**src/rtl/host_bus_strap_params.svh**
```systemverilog
// Constants for the host bus strap and strobe front end.
// Assumes inclusion by bare name from the package and the design modules.
`ifndef HOST_BUS_STRAP_PARAMS_SVH
`define HOST_BUS_STRAP_PARAMS_SVH
`define HBS_ADDR_MSB        15
`define HBS_ADDR_LSB        1
`define HBS_ADDR_W          15
`define HBS_WIDTH_8         2'h0
`define HBS_WIDTH_16        2'h1
`define HBS_WIDTH_32        2'h2
`define HBS_SETTLE_NS       200
`define HBS_CLK_PERIOD_NS   40
`define HBS_SETTLE_CYC      ((`HBS_SETTLE_NS + `HBS_CLK_PERIOD_NS - 1) / `HBS_CLK_PERIOD_NS)
`define HBS_SETTLE_CNT_W    3
`endif

```
**src/rtl/host_bus_strap_pkg.sv**
```systemverilog
// Types shared by the host bus strap and strobe front end.
// Assumes the params header sits in the include path.
`include "host_bus_strap_params.svh"
package host_bus_strap_pkg;
    typedef enum logic [1:0] {
        BUS_W8  = 2'h0,
        BUS_W16 = 2'h1,
        BUS_W32 = 2'h2
    } bus_width_e;

    typedef enum logic [1:0] {
        ST_SETTLE = 2'h0,   // Waiting for strap levels to settle
        ST_RUN    = 2'h1,   // Strap captured, bus live
        ST_SLEEP  = 2'h2    // Full-chip power-down
    } phase_e;

    // Host pin group after synchronisation
    typedef struct packed {
        logic                      write_not_read;
        logic                      qualifier_n;
        logic                      strobe_n;
        logic [`HBS_ADDR_W-1:0]    addr;
        logic                      sleep_n;
        logic                      cfg_data;
    } pins_s;

    // Address latch result handed to the rest of the host interface
    typedef struct packed {
        logic [`HBS_ADDR_W-1:0]    addr;
        logic                      qualifier_n;
    } latch_s;
endpackage : host_bus_strap_pkg

```
**src/rtl/host_bus_strap_and_strobe.sv**
```systemverilog
// Host bus strap and strobe front end: strap sampling, direction, qualifier,
// address latch and power-down input of the generic host port.
// Assumes all host pins are asynchronous and pass two flops before use.
//
// Summary of operation
// - With memory, data pin carries memory data
// - No memory, 32-bit strap low: data pin low 8, high 16
// - Direction high means write, low read
// - Decode only while qualifier is low
// - Latch address and qualifier on strobe rise
// - Sleep while power-down input is low
`timescale 1ns/1ps
`include "host_bus_strap_params.svh"
module host_bus_strap_and_strobe (
    input  wire logic                   core_clk,
    input  wire logic                   nrst,
    input  wire logic                   cfg_mem_present_strap,
    input  wire logic                   cfg_mem_data_in,
    input  wire logic                   bus32_strap,
    input  wire logic                   sync_write_not_read,
    input  wire logic                   addr_qualifier_n,
    input  wire logic                   addr_latch_strobe_n,
    input  wire logic [`HBS_ADDR_W-1:0] host_addr,
    input  wire logic                   chip_sleep_n,
    output logic      [1:0]             bus_width,
    output logic                        width_valid,
    output logic                        cfg_mem_bit,
    output logic                        cfg_mem_bit_valid,
    output logic      [`HBS_ADDR_W-1:0] latched_addr,
    output logic                        latched_qualifier_n,
    output logic                        latch_pulse,
    output logic                        decode_enable,
    output logic                        access_is_write,
    output logic                        chip_asleep
);
    // Width of the synchronised pin bundle: five single pins, two straps, address
    localparam int SYNC_W = `HBS_ADDR_W + 7;
    // Counter end value; settle spans HBS_SETTLE_CYC clocks after reset
    localparam logic [`HBS_SETTLE_CNT_W-1:0] SETTLE_LAST =
        `HBS_SETTLE_CNT_W'(`HBS_SETTLE_CYC - 1);

    // All module state in one struct
    typedef struct packed {
        host_bus_strap_pkg::phase_e     phase;
        logic [`HBS_SETTLE_CNT_W-1:0]   settle_cnt;
        logic                           mem_present;
        host_bus_strap_pkg::bus_width_e width;
        logic                           width_valid;
        logic                           mem_bit;
        logic                           mem_bit_valid;
        logic                           strobe_n_d;
        host_bus_strap_pkg::latch_s     latch;
        logic                           latch_pulse;
        logic                           decode_en;
        logic                           is_write;
        logic                           asleep;
    } top_state_s;

    top_state_s                  state_reg;   // Registered state
    top_state_s                  state_next;  // Next state
    logic [SYNC_W-1:0]           sync_vec;    // Synchronised pin bundle
    logic                        mem_strap_s; // Synchronised memory strap
    logic                        bus32_s;     // Synchronised 32-bit strap
    host_bus_strap_pkg::pins_s   pins;        // Synchronised host pins

    // Every pin is asynchronous, so all go through the shared synchroniser
    // One shared synchroniser costs two clocks of latency on every pin;
    // the host must hold each level at least one clock for it to be seen
    pin_sync2 #(.W(SYNC_W)) u_sync (
        .core_clk (core_clk),
        .nrst     (nrst),
        .async_in ({cfg_mem_present_strap, bus32_strap, sync_write_not_read,
                    addr_qualifier_n, addr_latch_strobe_n, host_addr,
                    chip_sleep_n, cfg_mem_data_in}),
        .sync_out (sync_vec)
    );

    assign mem_strap_s = sync_vec[SYNC_W-1];
    assign bus32_s     = sync_vec[SYNC_W-2];
    assign pins        = host_bus_strap_pkg::pins_s'(sync_vec[SYNC_W-3:0]);

    // Width decode from the data pin level and the 32-bit strap
    function automatic host_bus_strap_pkg::bus_width_e pick_width(
        input logic is32,
        input logic data_level
    );
        if (is32) begin
            pick_width = host_bus_strap_pkg::BUS_W32;   // Data level ignored
        end else if (data_level) begin
            pick_width = host_bus_strap_pkg::BUS_W16;
        end else begin
            pick_width = host_bus_strap_pkg::BUS_W8;
        end
    endfunction : pick_width

    // Next-state logic
    always_comb begin
        state_next             = state_reg;
        state_next.latch_pulse = 1'b0;
        state_next.strobe_n_d  = pins.strobe_n;
        case (state_reg.phase)
            host_bus_strap_pkg::ST_SETTLE: begin
                // Wait for the synchroniser and strap pins to settle
                if (state_reg.settle_cnt == SETTLE_LAST) begin
                    // The board owns the strap level; we only sample it
                    state_next.mem_present = mem_strap_s;
                    state_next.width       = pick_width(bus32_s, pins.cfg_data);
                    state_next.width_valid = 1'b1;
                    state_next.phase       = host_bus_strap_pkg::ST_RUN;
                end else begin
                    state_next.settle_cnt = state_reg.settle_cnt + `HBS_SETTLE_CNT_W'(1);
                end
            end
            host_bus_strap_pkg::ST_RUN, host_bus_strap_pkg::ST_SLEEP: begin
                // Memory data path is live only when memory is fitted
                state_next.mem_bit       = state_reg.mem_present & pins.cfg_data;
                state_next.mem_bit_valid = state_reg.mem_present;
                state_next.is_write      = pins.write_not_read;
                // Rising strobe edge captures address and qualifier
                if (pins.strobe_n && !state_reg.strobe_n_d) begin
                    state_next.latch.addr        = pins.addr;
                    state_next.latch.qualifier_n = pins.qualifier_n;
                    state_next.latch_pulse       = 1'b1;
                end
                // Decoding stays off while asleep or while qualifier is high
                state_next.decode_en = !pins.qualifier_n && pins.sleep_n;
                state_next.asleep    = !pins.sleep_n;
                state_next.phase     = pins.sleep_n ? host_bus_strap_pkg::ST_RUN
                                                    : host_bus_strap_pkg::ST_SLEEP;
            end
            default: begin
                state_next.phase = host_bus_strap_pkg::ST_SETTLE;
            end
        endcase
    end

    // State register; strobe history resets high to avoid a false edge
    always_ff @(posedge core_clk) begin
        if (!nrst) begin
            state_reg                   <= '0;
            state_reg.phase             <= host_bus_strap_pkg::ST_SETTLE;
            state_reg.strobe_n_d        <= 1'b1;
            state_reg.latch.qualifier_n <= 1'b1;
        end else begin
            state_reg <= state_next;
        end
    end

    // Outputs straight from state flops
    assign bus_width           = state_reg.width;
    assign width_valid         = state_reg.width_valid;
    assign cfg_mem_bit         = state_reg.mem_bit;
    assign cfg_mem_bit_valid   = state_reg.mem_bit_valid;
    assign latched_addr        = state_reg.latch.addr;
    assign latched_qualifier_n = state_reg.latch.qualifier_n;
    assign latch_pulse         = state_reg.latch_pulse;
    assign decode_enable       = state_reg.decode_en;
    assign access_is_write     = state_reg.is_write;
    assign chip_asleep         = state_reg.asleep;

    // Strap capture checks: the width is taken once, at the end of settle
    AST_WIDTH_16: assert property (@(posedge core_clk) disable iff (!nrst)
        (state_reg.phase == host_bus_strap_pkg::ST_SETTLE && state_next.width_valid
         && !bus32_s && pins.cfg_data) |=> bus_width == `HBS_WIDTH_16)
        else $error("width not 16 with data high");
    AST_WIDTH_8: assert property (@(posedge core_clk) disable iff (!nrst)
        (state_reg.phase == host_bus_strap_pkg::ST_SETTLE && state_next.width_valid
         && !bus32_s && !pins.cfg_data) |=> bus_width == `HBS_WIDTH_8)
        else $error("width not 8 with data low");
    // A high 32-bit strap wins whatever the data pin shows
    AST_WIDTH_32: assert property (@(posedge core_clk) disable iff (!nrst)
        (state_reg.phase == host_bus_strap_pkg::ST_SETTLE && state_next.width_valid
         && bus32_s) |=> bus_width == `HBS_WIDTH_32)
        else $error("width not 32 with 32-bit strap high");
    // The rest of the host port assumes the width never moves once valid
    AST_WIDTH_HOLD: assert property (@(posedge core_clk) disable iff (!nrst)
        width_valid |=> $stable(bus_width) && width_valid)
        else $error("strap width changed after capture");
    // Memory data path checks
    AST_MEM_BIT: assert property (@(posedge core_clk) disable iff (!nrst)
        cfg_mem_bit |-> cfg_mem_bit_valid)
        else $error("memory bit without memory fitted");
    // Bit follows the data pin one clock later, and stays low with no memory
    AST_MEM_DATA: assert property (@(posedge core_clk) disable iff (!nrst)
        (width_valid && $past(width_valid))
        |-> cfg_mem_bit == (cfg_mem_bit_valid && $past(pins.cfg_data)))
        else $error("memory bit not following data pin");
    // Host direction and qualifier checks
    AST_DIR: assert property (@(posedge core_clk) disable iff (!nrst)
        (width_valid && $past(width_valid)) |-> access_is_write == $past(pins.write_not_read))
        else $error("direction not following pin");
    AST_DECODE: assert property (@(posedge core_clk) disable iff (!nrst)
        decode_enable |-> !$past(pins.qualifier_n))
        else $error("decode while qualifier high");
    // Address latch checks
    AST_LATCH: assert property (@(posedge core_clk) disable iff (!nrst)
        (width_valid && pins.strobe_n && !state_reg.strobe_n_d)
        |=> latch_pulse && latched_addr == $past(pins.addr))
        else $error("address not latched on strobe rise");
    AST_LATCH_QUAL: assert property (@(posedge core_clk) disable iff (!nrst)
        (width_valid && pins.strobe_n && !state_reg.strobe_n_d)
        |=> latched_qualifier_n == $past(pins.qualifier_n))
        else $error("qualifier not latched on strobe rise");
    AST_LATCH_HOLD: assert property (@(posedge core_clk) disable iff (!nrst)
        !latch_pulse |-> $stable(latched_addr))
        else $error("latched address moved without strobe");
    // Nothing may be latched before the straps have settled
    AST_NO_EARLY_LATCH: assert property (@(posedge core_clk) disable iff (!nrst)
        !width_valid |=> !latch_pulse)
        else $error("address latched before settle ended");
    // Power-down checks
    AST_SLEEP: assert property (@(posedge core_clk) disable iff (!nrst)
        (width_valid && !pins.sleep_n) |=> chip_asleep && !decode_enable)
        else $error("not asleep with power-down low");
    AST_WAKE: assert property (@(posedge core_clk) disable iff (!nrst)
        (width_valid && pins.sleep_n) |=> !chip_asleep)
        else $error("asleep with power-down input high");
    // Coverage of the main scenarios
    COV_W16: cover property (@(posedge core_clk) disable iff (!nrst)
        width_valid && bus_width == `HBS_WIDTH_16);
    COV_LATCH: cover property (@(posedge core_clk) disable iff (!nrst) latch_pulse);
    COV_SLEEP_WAKE: cover property (@(posedge core_clk) disable iff (!nrst)
        chip_asleep ##1 !chip_asleep);
    COV_WRITE: cover property (@(posedge core_clk) disable iff (!nrst)
        decode_enable && access_is_write);
endmodule : host_bus_strap_and_strobe

```
**src/rtl/pin_sync2.sv**
```systemverilog
// Two-stage synchroniser for a vector of host pins.
// Assumes pins are asynchronous to core_clk; the first stage feeds only the second.
`timescale 1ns/1ps
module pin_sync2 #(
    parameter int W = 1
) (
    input  wire logic         core_clk,
    input  wire logic         nrst,
    input  wire logic [W-1:0] async_in,
    output logic      [W-1:0] sync_out
);
    typedef struct packed {
        logic [W-1:0] meta;
        logic [W-1:0] stable;
    } sync_state_s;

    sync_state_s state_reg;   // Both stages
    sync_state_s state_next;  // Next value

    // Shift the pin through two flops
    always_comb begin
        state_next.meta   = async_in;
        state_next.stable = state_reg.meta;
    end

    // Reset to zero; reads are only trusted once the top block leaves settle
    always_ff @(posedge core_clk) begin
        if (!nrst) begin
            state_reg <= '0;
        end else begin
            state_reg <= state_next;
        end
    end

    assign sync_out = state_reg.stable;
endmodule : pin_sync2

```
**config.mk**
```make
export PLATFORM = sky130hd
export DESIGN_NAME = host_bus_strap_and_strobe
export DESIGN_NICKNAME = d
export VERILOG_FILES = /design/src/rtl/host_bus_strap_pkg.sv /design/src/rtl/host_bus_strap_and_strobe.sv /design/src/rtl/pin_sync2.sv
export VERILOG_INCLUDE_DIRS = /design/src /design/src/rtl
export SDC_FILE = /design/constraint.sdc
export NUM_CORES = 1
export LEC_CHECK = 0
export ABC_AREA = 1
export BUFFER_PORTS_ARGS = -buffer_cell sky130_fd_sc_hd__buf_2
export CAP_MARGIN = 5
export CELL_PAD_IN_SITES_DETAIL_PLACEMENT = 0
export CELL_PAD_IN_SITES_GLOBAL_PLACEMENT = 1
export CORE_MARGIN = 2
export CORE_UTILIZATION = 36
export CTS_CLUSTER_DIAMETER = 150
export DETAILED_ROUTE_END_ITERATION = 10
export HOLD_SLACK_MARGIN = 0.02
export PLACE_DENSITY = 0.74
export SLEW_MARGIN = 30
export SYNTH_ARGS = -nofsm -noshare
export SYNTH_HDL_FRONTEND = slang
export SYNTH_HIERARCHICAL = 1
export SYNTH_SLANG_ARGS = --single-unit
```
**constraint.sdc**
```tcl
create_clock -name core_clk -period 1.3 [get_ports core_clk]
set_clock_uncertainty 0.2 [all_clocks]
set_input_delay 0.13 -clock core_clk [delete_from_list [all_inputs] [get_ports core_clk]]
set_output_delay 0.13 -clock core_clk [all_outputs]
set_load 0.01 [all_outputs]
```
==> results.sh, run 1 <==
export IMPL_worst_hold_path_type="input port to flop"
export IMPL_synthesis_area_per_instance_um2=8.08
export IMPL_grt_first_pass_wirelength_um=8220
export IMPL_timing_setup_tns_ns=-1.31
export IMPL_via_per_inst=3.79
export IMPL_drive_above_1_share=0.284
export IMPL_detailedPlacementHpwl_um=3130
export IMPL_rsz0062_at_grt="true"
export IMPL_cts_htree_levels=3
export IMPL_worst_setup_path_end_kind="flop"
export IMPL_synth_instances=338
export IMPL_post_synth_top_count_cell="nand2_1"
export IMPL_power_density_mw_per_mm2=1570
export IMPL_crit_required_ns=1.33
export IMPL_synth_top_flop_cell="dfxtp_1"
export IMPL_dr_pass1_iters=4
export IMPL_drt_drc_violations_left=0
export IMPL_area_of_the_mapped_netlist_mm2=0.00273
export IMPL_setup_viol_count_final=19
export IMPL_portBuffers=48
export IMPL_postSynthNetCount=366
export IMPL_maxCapViolCount=0
export IMPL_synth_cells_most_frequent="87 x nand2_1, 76 x dfxtp_1, 71 x inv_1"
export IMPL_initial_utilization=0.375
export IMPL_synth_warnings=6
export IMPL_num_io_pins=49
export IMPL_layout_filler_cells=749
export IMPL_std_cell_rows=31
export IMPL_route_antenna_remaining_nets=0
export IMPL_die_w_um=91.1
export IMPL_failed_checks="negative setup slack"
export IMPL_peakVddDrop_mv=0.541
export IMPL_yosys_cell_types_count=17
export IMPL_first_global_vias=1917
export IMPL_fin_cells=514
export IMPL_tritoncts="yes"
export IMPL_clkLatencyLatePin_ns=0.33
export IMPL_synth_top_cells_by_area="dfxtp_1 56%, nand2_1 12%, inv_1 9.8%, nor2_1 5.9%, buf_4 5.8%"
export IMPL_crit_fanout=20
export IMPL_worst_setup_margin_ns=-0.0947
export IMPL_final_max_slew_violation_count=0
export IMPL_run_status="complete, but fails checks"
export IMPL_worst_pin_slew_ns=0.429
export IMPL_die_height_um=91.1
export IMPL_crit_arrival_ns=1.42
export IMPL_crit_path_start_kind="flop"
export IMPL_place_congestion=0.755
export IMPL_drt_wl_total_um=4510
export IMPL_number_of_antenna_violations_at_the_first_check_in_global_routing=0
export IMPL_cts_inserted_buffers=9
export IMPL_number_of_flops_mapped_to_enable_cells_by_yosys=0
export IMPL_leakage_nw=2.03
export IMPL_clock_tree_buffer_depth=2
export IMPL_place_inst=473
export IMPL_clk_root_buffer_cell="clkbuf_8"
export IMPL_drt_iter0_drc=83
export IMPL_maxSlewHeadroom=0.714
export IMPL_period_minus_ws_final_ns=1.39
export IMPL_path_clk_slew_ns=0.07
export IMPL_post_synth_top_area_fraction=0.557
export IMPL_postSynth_asyncResetShare=0
export IMPL_area_delta_synth_final_pct=31.2
export IMPL_maximum_number_of_pins_on_one_net_before_global_route_repair=32
export IMPL_clock_tree_sinks=76
export IMPL_achievable_frequency_mhz=717
export IMPL_num_vias=1946
export IMPL_synth_seq_cells=76
export IMPL_coreArea_mm2=0.00729
export IMPL_crit_type="flop to flop"
export IMPL_seq_area_frac_synth=0.557
export IMPL_dieArea_mm2=0.00830
export IMPL_design_final_nets=438
export IMPL_timing_hold_violations_final=0
export IMPL_leading_area_contributor_after_synthesis="dfxtp_1"
export IMPL_grt_total_usage=0.123
export IMPL_min_period_over_period=1.07
export IMPL_antenna_cells=0
export IMPL_post_drt_wl_per_cell_um=8.77
export IMPL_grt_overflow_total=0
-- power breakdown --
group          switching (mW)  internal, mW
clock                   0.768          1.13
sequential             0.0869          2.51
combinational           0.574         0.570
-- layer usage --
metal,GRT usage,up-vias,share of wire
li1,-,1093,-
met1,0.153,816,0.52
met2,0.190,35,0.43
met3,0.0398,2,0.041
met4,0.0682,0,0.0091
met5,0,-,0
-- critical path: stages, from the launching register on --
cell	delay [ns]
dfxtp_2	0.34
inv_2	0.05
ha_4	0.29
nand3_4	0.10
buf_12	0.17
nor2_1	0.10
nor2_1	0.05
-- final timing paths --
kind / from / to / slack [ns] / cells past startpoint
setup reg to reg: state_reg[30]$_SDFFE_PN0P_ / latched_addr[14]$_SDFFE_PN0P_ / -0.09 / 6
setup / recovery: state_reg[30]$_SDFFE_PN0P_ / latched_addr[14]$_SDFFE_PN0P_ / -0.09 / 6
hold reg to reg: u_sync/state_next[0]$_SDFF_PN0_ / u_sync/sync_out[0]$_SDFF_PN0_ / 0.21 / 2
hold / removal: nrst / latched_qualifier_n$_SDFFE_PN1P_ / 0.05 / 3
-- metrics by stage --
step / instance area [um^2] / setup WS [ns] / total power, mW / hold WS (ns) / utilization
floorplan: 2740 / -0.126 / 3.18 / 0.0235 / -
global placement: 3010 / -0.177 / 3.45 / 0.108 / 0.412
detailed placement: 3010 / -0.196 / 3.46 / 0.111 / 0.412
CTS: 3500 / -0.102 / 5.54 / 0.0314 / 0.480
global route: 3590 / -0.170 / 5.97 / 0.0454 / 0.492
finish: 3590 / -0.0947 / 5.64 / 0.0454 / 0.492
-- final cells by class --
type	instances	area, um^2	share of cell area
sequential	76	1530	0.426
multi-input combinational	162	805	0.224
timing repair buffer	89	641	0.179
inverter	72	273	0.0761
clock buffer	12	145	0.0405
tap	99	124	0.0345
clock inverter	4	72.6	0.0202
-- logic make-up (layout without fill, tap and decap cells) --
group | Yosys count | after routing | share of synthesized area
AOI/OAI and AO/OA | 15 | 15 | 0.0293
adders and majority gates | 4 | 4 | 0.0183
buffers and inverters | 100 | 177 | 0.185
DFF | 76 | 76 | 0.557
and+or+nand+nor | 143 | 143 | 0.210
-- cells in the final DEF, fill, tap and decap left out, types with 3 or more instances in the layout --
| master | count |
|---|---|
| a21oi_1 | 7 |
| buf_2 | 48 |
| buf_4 | 14 |
| clkbuf_8 | 10 |
| dfxtp_1 | 72 |
| dfxtp_2 | 4 |
| dlygate4sd3_1 | 22 |
| inv_1 | 65 |
| inv_2 | 6 |
| nand2_1 | 79 |
| nand2_2 | 8 |
| nand2_4 | 3 |
| nand3_1 | 3 |
| nor2_1 | 36 |
| nor2_2 | 7 |
-- timing repair --
action / CTS / global route
cloned: 0 / 0
resized for setup: 11 / 32
hold endpoints to repair: 31 / 0
hold buffers: 23 / 0
endpoints found under the setup margin: 30 / 32
buffers inserted: 1 / 1
pin swaps: 0 / 7
Power figures use the tool's default switching activity.
==> run 2, diff against run 1 <==
Settings changed: REMOVE_ABC_BUFFERS set to 1.
==> results.sh, run 2 (same netlist as run 1, synthesis figures left out) <==
export IMPL_period_minus_ws_final_ns=1.39
export IMPL_leakage_nw=2.06
export IMPL_antenna_cells=0
export IMPL_cpMaxStageDelayCell="dfxtp_2"
export IMPL_grt_first_pass_wirelength_um=7870
export IMPL_power_share_sequential=0.434
export IMPL_area_delta_synth_final_pct=33.3
export IMPL_crit_top_cell="nor2_1"
export IMPL_m1WireLength_um=2180
export IMPL_setup_viol_count_final=16
export IMPL_timing_hold_violations_final=0
export IMPL_worst_setup_path_endpoint="latched_addr[14]$_SDFFE_PN0P_"
export IMPL_postLayoutCellArea_mm2=0.00364
export IMPL_crit_path_start_kind="flop"
export IMPL_num_io_pins=49
export IMPL_most_frequent_standard_cell_in_the_layout_excluding_fill_and_tap_cells="nand2_1"
export IMPL_design_final_nets=441
export IMPL_place_congestion=0.702
export IMPL_achievable_frequency_mhz=722
export IMPL_grt_total_usage=0.119
export IMPL_switching_power_mw=1.52
export IMPL_clock_power_share=0.374
export IMPL_drt_drc_violations_left=0
export IMPL_route_antenna_remaining_nets=0
export IMPL_worst_r2r_cell_count=6
export IMPL_crit_arrival_ns=1.42
export IMPL_run_status="complete, but fails checks"
export IMPL_cts_htree_levels=3
export IMPL_routed_wl_met2_um=2160
export IMPL_cts_inserted_buffers=9
export IMPL_dpl_cell_area_mm2=0.00303
export IMPL_power_density_mw_per_mm2=1640
export IMPL_crit_required_ns=1.33
export IMPL_die_w_um=91.1
export IMPL_mostFrequentLayoutCells="78 x nand2_1, 72 x dfxtp_1, 65 x inv_1"
export IMPL_std_cell_rows=31
export IMPL_path_clk_slew_ns=0.09
export IMPL_r2r_slack_ns=-0.09
export IMPL_worstPathBufferInverterCount=2
export IMPL_peakVddDrop_mv=0.753
export IMPL_worst_setup_margin_ns=-0.0859
export IMPL_initial_utilization=0.375
export IMPL_clk_root_buffer_cell="clkbuf_8"
export IMPL_coreArea_mm2=0.00729
export IMPL_maxSlewHeadroom=0.863
export IMPL_report_power_total_mw=5.96
export IMPL_critPathTopFamily="flip-flops"
export IMPL_clock_tree_sinks=76
export IMPL_grt_overflow_total=0
export IMPL_worst_hold_path_type="flop to flop"
export IMPL_portBuffers=48
export IMPL_final_max_slew_violation_count=0
export IMPL_num_vias=2011
export IMPL_crit_type="flop to flop"
export IMPL_tritoncts="yes"
export IMPL_crit_fanout=21
export IMPL_startpoint="state_reg[30]$_SDFFE_PN0P_"
export IMPL_sequence_of_cells_on_the_critical_path="inv_2 > ha_4 > nand3_4 > buf_12 > nor2_1 > nor2_1"
export IMPL_maximum_number_of_pins_on_one_net_before_global_route_repair=36
export IMPL_drive_above_1_share=0.287
export IMPL_clock_tree_buffer_depth=2
export IMPL_timing_critical_path_slowest_cell_delay_ns=0.34
export IMPL_drt_iter0_drc=53
export IMPL_failed_checks="negative setup slack"
export IMPL_drt_wl_total_um=4620
export IMPL_power_combinational_fraction=0.191
export IMPL_first_global_vias=1811
export IMPL_min_period_over_period=1.07
export IMPL_via_per_inst=3.89
export IMPL_die_height_um=91.1
export IMPL_worst_pin_slew_ns=0.205
export IMPL_maxCapViolCount=0
export IMPL_internal_power_mw=4.44
export IMPL_switching_share=0.255
export IMPL_r2r_start="state_reg[30]$_SDFFE_PN0P_"
export IMPL_crit_reg2reg_capture="latched_addr[14]$_SDFFE_PN0P_"
export IMPL_clkLatencyLatePin_ns=0.34
export IMPL_highest_signal_layer="met4"
export IMPL_dieArea_mm2=0.00830
export IMPL_worst_setup_path_end_kind="flop"
export IMPL_dr_pass1_iters=4
export IMPL_route_met3_wl_um=171
export IMPL_post_drt_wl_per_cell_um=8.94
export IMPL_critical_path_depth=6
export IMPL_number_of_antenna_violations_at_the_first_check_in_global_routing=0
export IMPL_detailedPlacementHpwl_um=2900
export IMPL_rsz0062_at_grt="true"
export IMPL_layout_filler_cells=744
[run 2: cell count changes in the layout (fill, tap and decap cells not counted), moves of 2 or more]
cell      previous run  this run
o21ai_0              2         0
clkbuf_1             2         0
inv_6                0         3
nor2_1              36        38
nand2_2              8        10
buf_4               14        17
nor2_2               7         4
o21ai_1              2         6
o21ai_2              2         0
[run 2: stage by stage]
step                      setup WS (ns)  TNS, ns  utilization  hold slack (ns)  cells
final                           -0.0859    -1.13        0.499            0.207    517
after global routing             -0.163    -2.58        0.499            0.227    517
after detailed placement         -0.234    -4.89        0.416            0.114    475
after global placement           -0.185    -3.85        0.416            0.105    475
after floorplan                  -0.260    -4.64            -           0.0147    310
after CTS                       -0.0964    -1.28        0.490            0.213    515
[run 2: cell type report]
| type | instances | area [um^2] | area share |
|---|---|---|---|
| repair buffers | 92 | 672 | 0.184 |
| inverters | 72 | 273 | 0.0749 |
| flip-flops and latches | 76 | 1530 | 0.419 |
| clock inverters | 6 | 116 | 0.0319 |
| multi-input cells | 162 | 793 | 0.218 |
| clock buffers | 10 | 138 | 0.0378 |
| well taps | 99 | 124 | 0.0340 |
[run 2: what timing repair did]
item                       in CTS  in global routing
gates resized for setup        21                 22
pin swaps                       5                  5
hold endpoints to repair       26                  0
hold buffers                   23                  0
setup endpoints to repair      30                 28
buffers inserted                1                  2
[run 2: power by group through the flow]
stage                     combinational [mW]  clock (mW)  sequential [mW]
final                                   1.14        2.23             2.59
after floorplan                        0.416           0             2.65
after global placement                 0.859           0             2.62
after global routing                    1.29        2.40             2.61
after CTS                               1.04        2.30             2.59
after detailed placement               0.871           0             2.62
[run 2: worst min path at each step]
| stage | from | endpoint | slack [ns] | cells after the start |
|---|---|---|---|---|
| global route | u_sync/state_next[21]$_SDFF_PN0_ | u_sync/sync_out[21]$_SDFF_PN0_ | 0.23 | 2 |
| CTS | u_sync/state_next[8]$_SDFF_PN0_ | u_sync/sync_out[8]$_SDFF_PN0_ | 0.21 | 2 |
| global placement | bus32_strap | u_sync/state_next[20]$_SDFF_PN0_ | 0.11 | 3 |
| floorplan | nrst | latched_qualifier_n$_SDFFE_PN1P_ | 0.01 | 1 |
| finish | u_sync/state_next[8]$_SDFF_PN0_ | u_sync/sync_out[8]$_SDFF_PN0_ | 0.21 | 2 |
| detailed placement | host_addr[3] | u_sync/state_next[5]$_SDFF_PN0_ | 0.11 | 3 |
[run 2: worst reg2reg max path, delay by kind of cell, from the launching register on]
family / cells / cell delay, ns
adder cells (fa/ha/maj): 1 / 0.30
buffers and inverters: 2 / 0.22
flip-flops: 1 / 0.34
AND/OR/NAND/NOR: 3 / 0.24
[run 2: metal layers]
layer | track usage | vias to the layer above
met3 | 0.0365 | 11
li1 | - | 1103
met1 | 0.140 | 865
met2 | 0.194 | 32
met5 | 0 | -
met4 | 0.0644 | 0
==> run 3, diff against run 2 <==
Settings changed: CORE_UTILIZATION 36 to 40, PLACE_DENSITY 0.74 to 0.78.
Clock period 1.3 ns to 1.47 ns, I/O delays scaled along.
==> results.sh, run 3 (same netlist as run 1, synthesis figures left out) <==
export IMPL_die_height_um=86.7
export IMPL_portBuffers=48
export IMPL_rsz0062_at_grt="true"
export IMPL_worst_setup_margin_ns=0.00454
export IMPL_drive_above_1_share=0.261
export IMPL_place_inst=449
export IMPL_coreArea_mm2=0.00672
export IMPL_die_w_um=86.7
export IMPL_clk_root_buffer_cell="clkbuf_8"
export IMPL_maxCapViolCount=0
export IMPL_num_io_pins=49
export IMPL_place_congestion=0.695
export IMPL_initial_utilization=0.407
export IMPL_most_frequent_standard_cell_in_the_layout_excluding_fill_and_tap_cells="nand2_1"
export IMPL_number_of_antenna_violations_at_the_first_check_in_global_routing=0
export IMPL_tritoncts="yes"
export IMPL_route_antenna_remaining_nets=0
export IMPL_achievable_frequency_mhz=682
export IMPL_power_density_mw_per_mm2=1340
export IMPL_final_max_slew_violation_count=0
export IMPL_dieArea_mm2=0.00751
export IMPL_run_status="finished, final reports clean"
export IMPL_detailedPlacementHpwl_um=2870
export IMPL_crit_required_ns=1.51
export IMPL_layout_filler_cells=657
export IMPL_post_route_util=0.523
export IMPL_crit_type="flop to flop"
export IMPL_min_to="u_sync/sync_out[1]$_SDFF_PN0_"
export IMPL_drt_drc_violations_left=0
export IMPL_num_vias=1995
export IMPL_worst_setup_path_end_kind="flop"
export IMPL_dpl_cell_area_mm2=0.00294
export IMPL_cts_inserted_buffers=9
export IMPL_cts_htree_levels=3
export IMPL_grt_overflow_total=0
export IMPL_postLayoutCellArea_mm2=0.00351
export IMPL_post_drt_wl_per_cell_um=9.19
export IMPL_setup_viol_count_final=0
export IMPL_leakage_nw=2.00
export IMPL_crit_path_start_kind="flop"
export IMPL_clock_tree_sinks=76
export IMPL_grt_first_pass_wirelength_um=7310
export IMPL_period_minus_ws_final_ns=1.47
export IMPL_crit_fanout=9
export IMPL_first_global_vias=1783
export IMPL_min_period_over_period=0.997
export IMPL_pre_cts_ws_ns=-0.0796
export IMPL_timing_hold_violations_final=0
export IMPL_design_final_nets=435
export IMPL_r2r_slack_ns=0.005
export IMPL_area_delta_synth_final_pct=28.5
export IMPL_maxSlewHeadroom=0.784
export IMPL_fin_cells=490
export IMPL_clkLatencyLatePin_ns=0.34
export IMPL_maximum_number_of_pins_on_one_net_before_global_route_repair=20
export IMPL_std_cell_rows=30
export IMPL_report_power_total_mw=4.71
export IMPL_grt_total_usage=0.125
export IMPL_whs_path_depth=2
export IMPL_mostFrequentLayoutCells="76 x nand2_1, 74 x dfxtp_1, 69 x inv_1"
export IMPL_drt_iter0_drc=47
export IMPL_hold_path_startpoint="u_sync/state_next[1]$_SDFF_PN0_"
export IMPL_dr_pass1_iters=4
export IMPL_via_per_inst=4.07
export IMPL_worst_r2r_cell_count=6
export IMPL_peakVddDrop_mv=0.617
export IMPL_antenna_cells=0
export IMPL_crit_arrival_ns=1.50
export IMPL_worst_pin_slew_ns=0.324
export IMPL_multiInputGateArea_um2=769
export IMPL_final_seq_area_mm2=0.00152
export IMPL_timing_setup_tns_ns=0
export IMPL_r2r_start="state_reg[31]$_SDFFE_PN0P_"
export IMPL_hold_worst_slack_ns=0.214
export IMPL_worst_hold_path_type="flop to flop"
export IMPL_clock_tree_buffer_depth=2
export IMPL_path_clk_slew_ns=0.07
export IMPL_drt_wl_total_um=4500
export IMPL_crit_reg2reg_capture="latched_addr[11]$_SDFFE_PN0P_"
-- run 3: changes by cell type in the layout (fill, tap and decap cells not counted), sizes merged --
cell | before | now
bufinv | 3 | 2
clkinvlp | 0 | 1
buf | 68 | 61
inv | 75 | 72
clkinv | 0 | 1
clkbuf | 11 | 12
-- run 3: critical path, stage by stage, from the launching register on --
cell,delay [ns]
dfxtp_2,0.34
inv_2,0.05
ha_4,0.29
nand3_4,0.14
clkbuf_16,0.21
nor2_1,0.09
nor2_1,0.05
-- run 3: worst max path at each step --
stage / from / endpoint / slack, ns / depth (start not counted)
2_1_floorplan: state_reg[30]$_SDFFE_PN0P_ / latched_addr[0]$_SDFFE_PN0P_ / -0.09 / 5
3_3_place_gp: state_reg[30]$_SDFFE_PN0P_ / state_reg[31]$_SDFFE_PN0P_ / -0.05 / 6
3_5_place_dp: state_reg[30]$_SDFFE_PN0P_ / state_reg[31]$_SDFFE_PN0P_ / -0.08 / 6
4_1_cts: state_reg[30]$_SDFFE_PN0P_ / latched_addr[0]$_SDFFE_PN0P_ / 0.03 / 6
5_1_grt: state_reg[31]$_SDFFE_PN0P_ / latched_addr[8]$_SDFFE_PN0P_ / -0.07 / 7
6_report: state_reg[31]$_SDFFE_PN0P_ / latched_addr[11]$_SDFFE_PN0P_ / 0.005 / 6
-- run 3: final cells by class --
cell class	instances	area share
Clock buffer	10	0.0364
Clock inverter	4	0.0217
Inverter	72	0.0770
Multi-Input combinational cell	162	0.219
Sequential cell	76	0.434
Tap cell	80	0.0285
Timing Repair Buffer	86	0.183
-- run 3: timing repair --
item | CTS | global route
buffers inserted | 0 | 2
pin swaps | 0 | 2
hold endpoints to repair | 26 | 0
cloned | 0 | 2
hold buffers | 23 | 0
gates resized for setup | 2 | 26
setup endpoints to repair | 20 | 20
-- run 3: metal layers --
| layer | GRT usage | share of wire |
|---|---|---|
| met1 | 0.148 | 0.46 |
| met2 | 0.206 | 0.49 |
| met3 | 0.0343 | 0.034 |
| met4 | 0.0682 | 0.020 |
| met5 | 0 | 0 |
-- run 3: power by group --
group / internal (mW) / switching [mW] / leakage, nW
logic: 0.376 / 0.410 / 1.28
registers: 2.21 / 0.0769 / 0.625
clock network: 0.941 / 0.696 / 0.0984
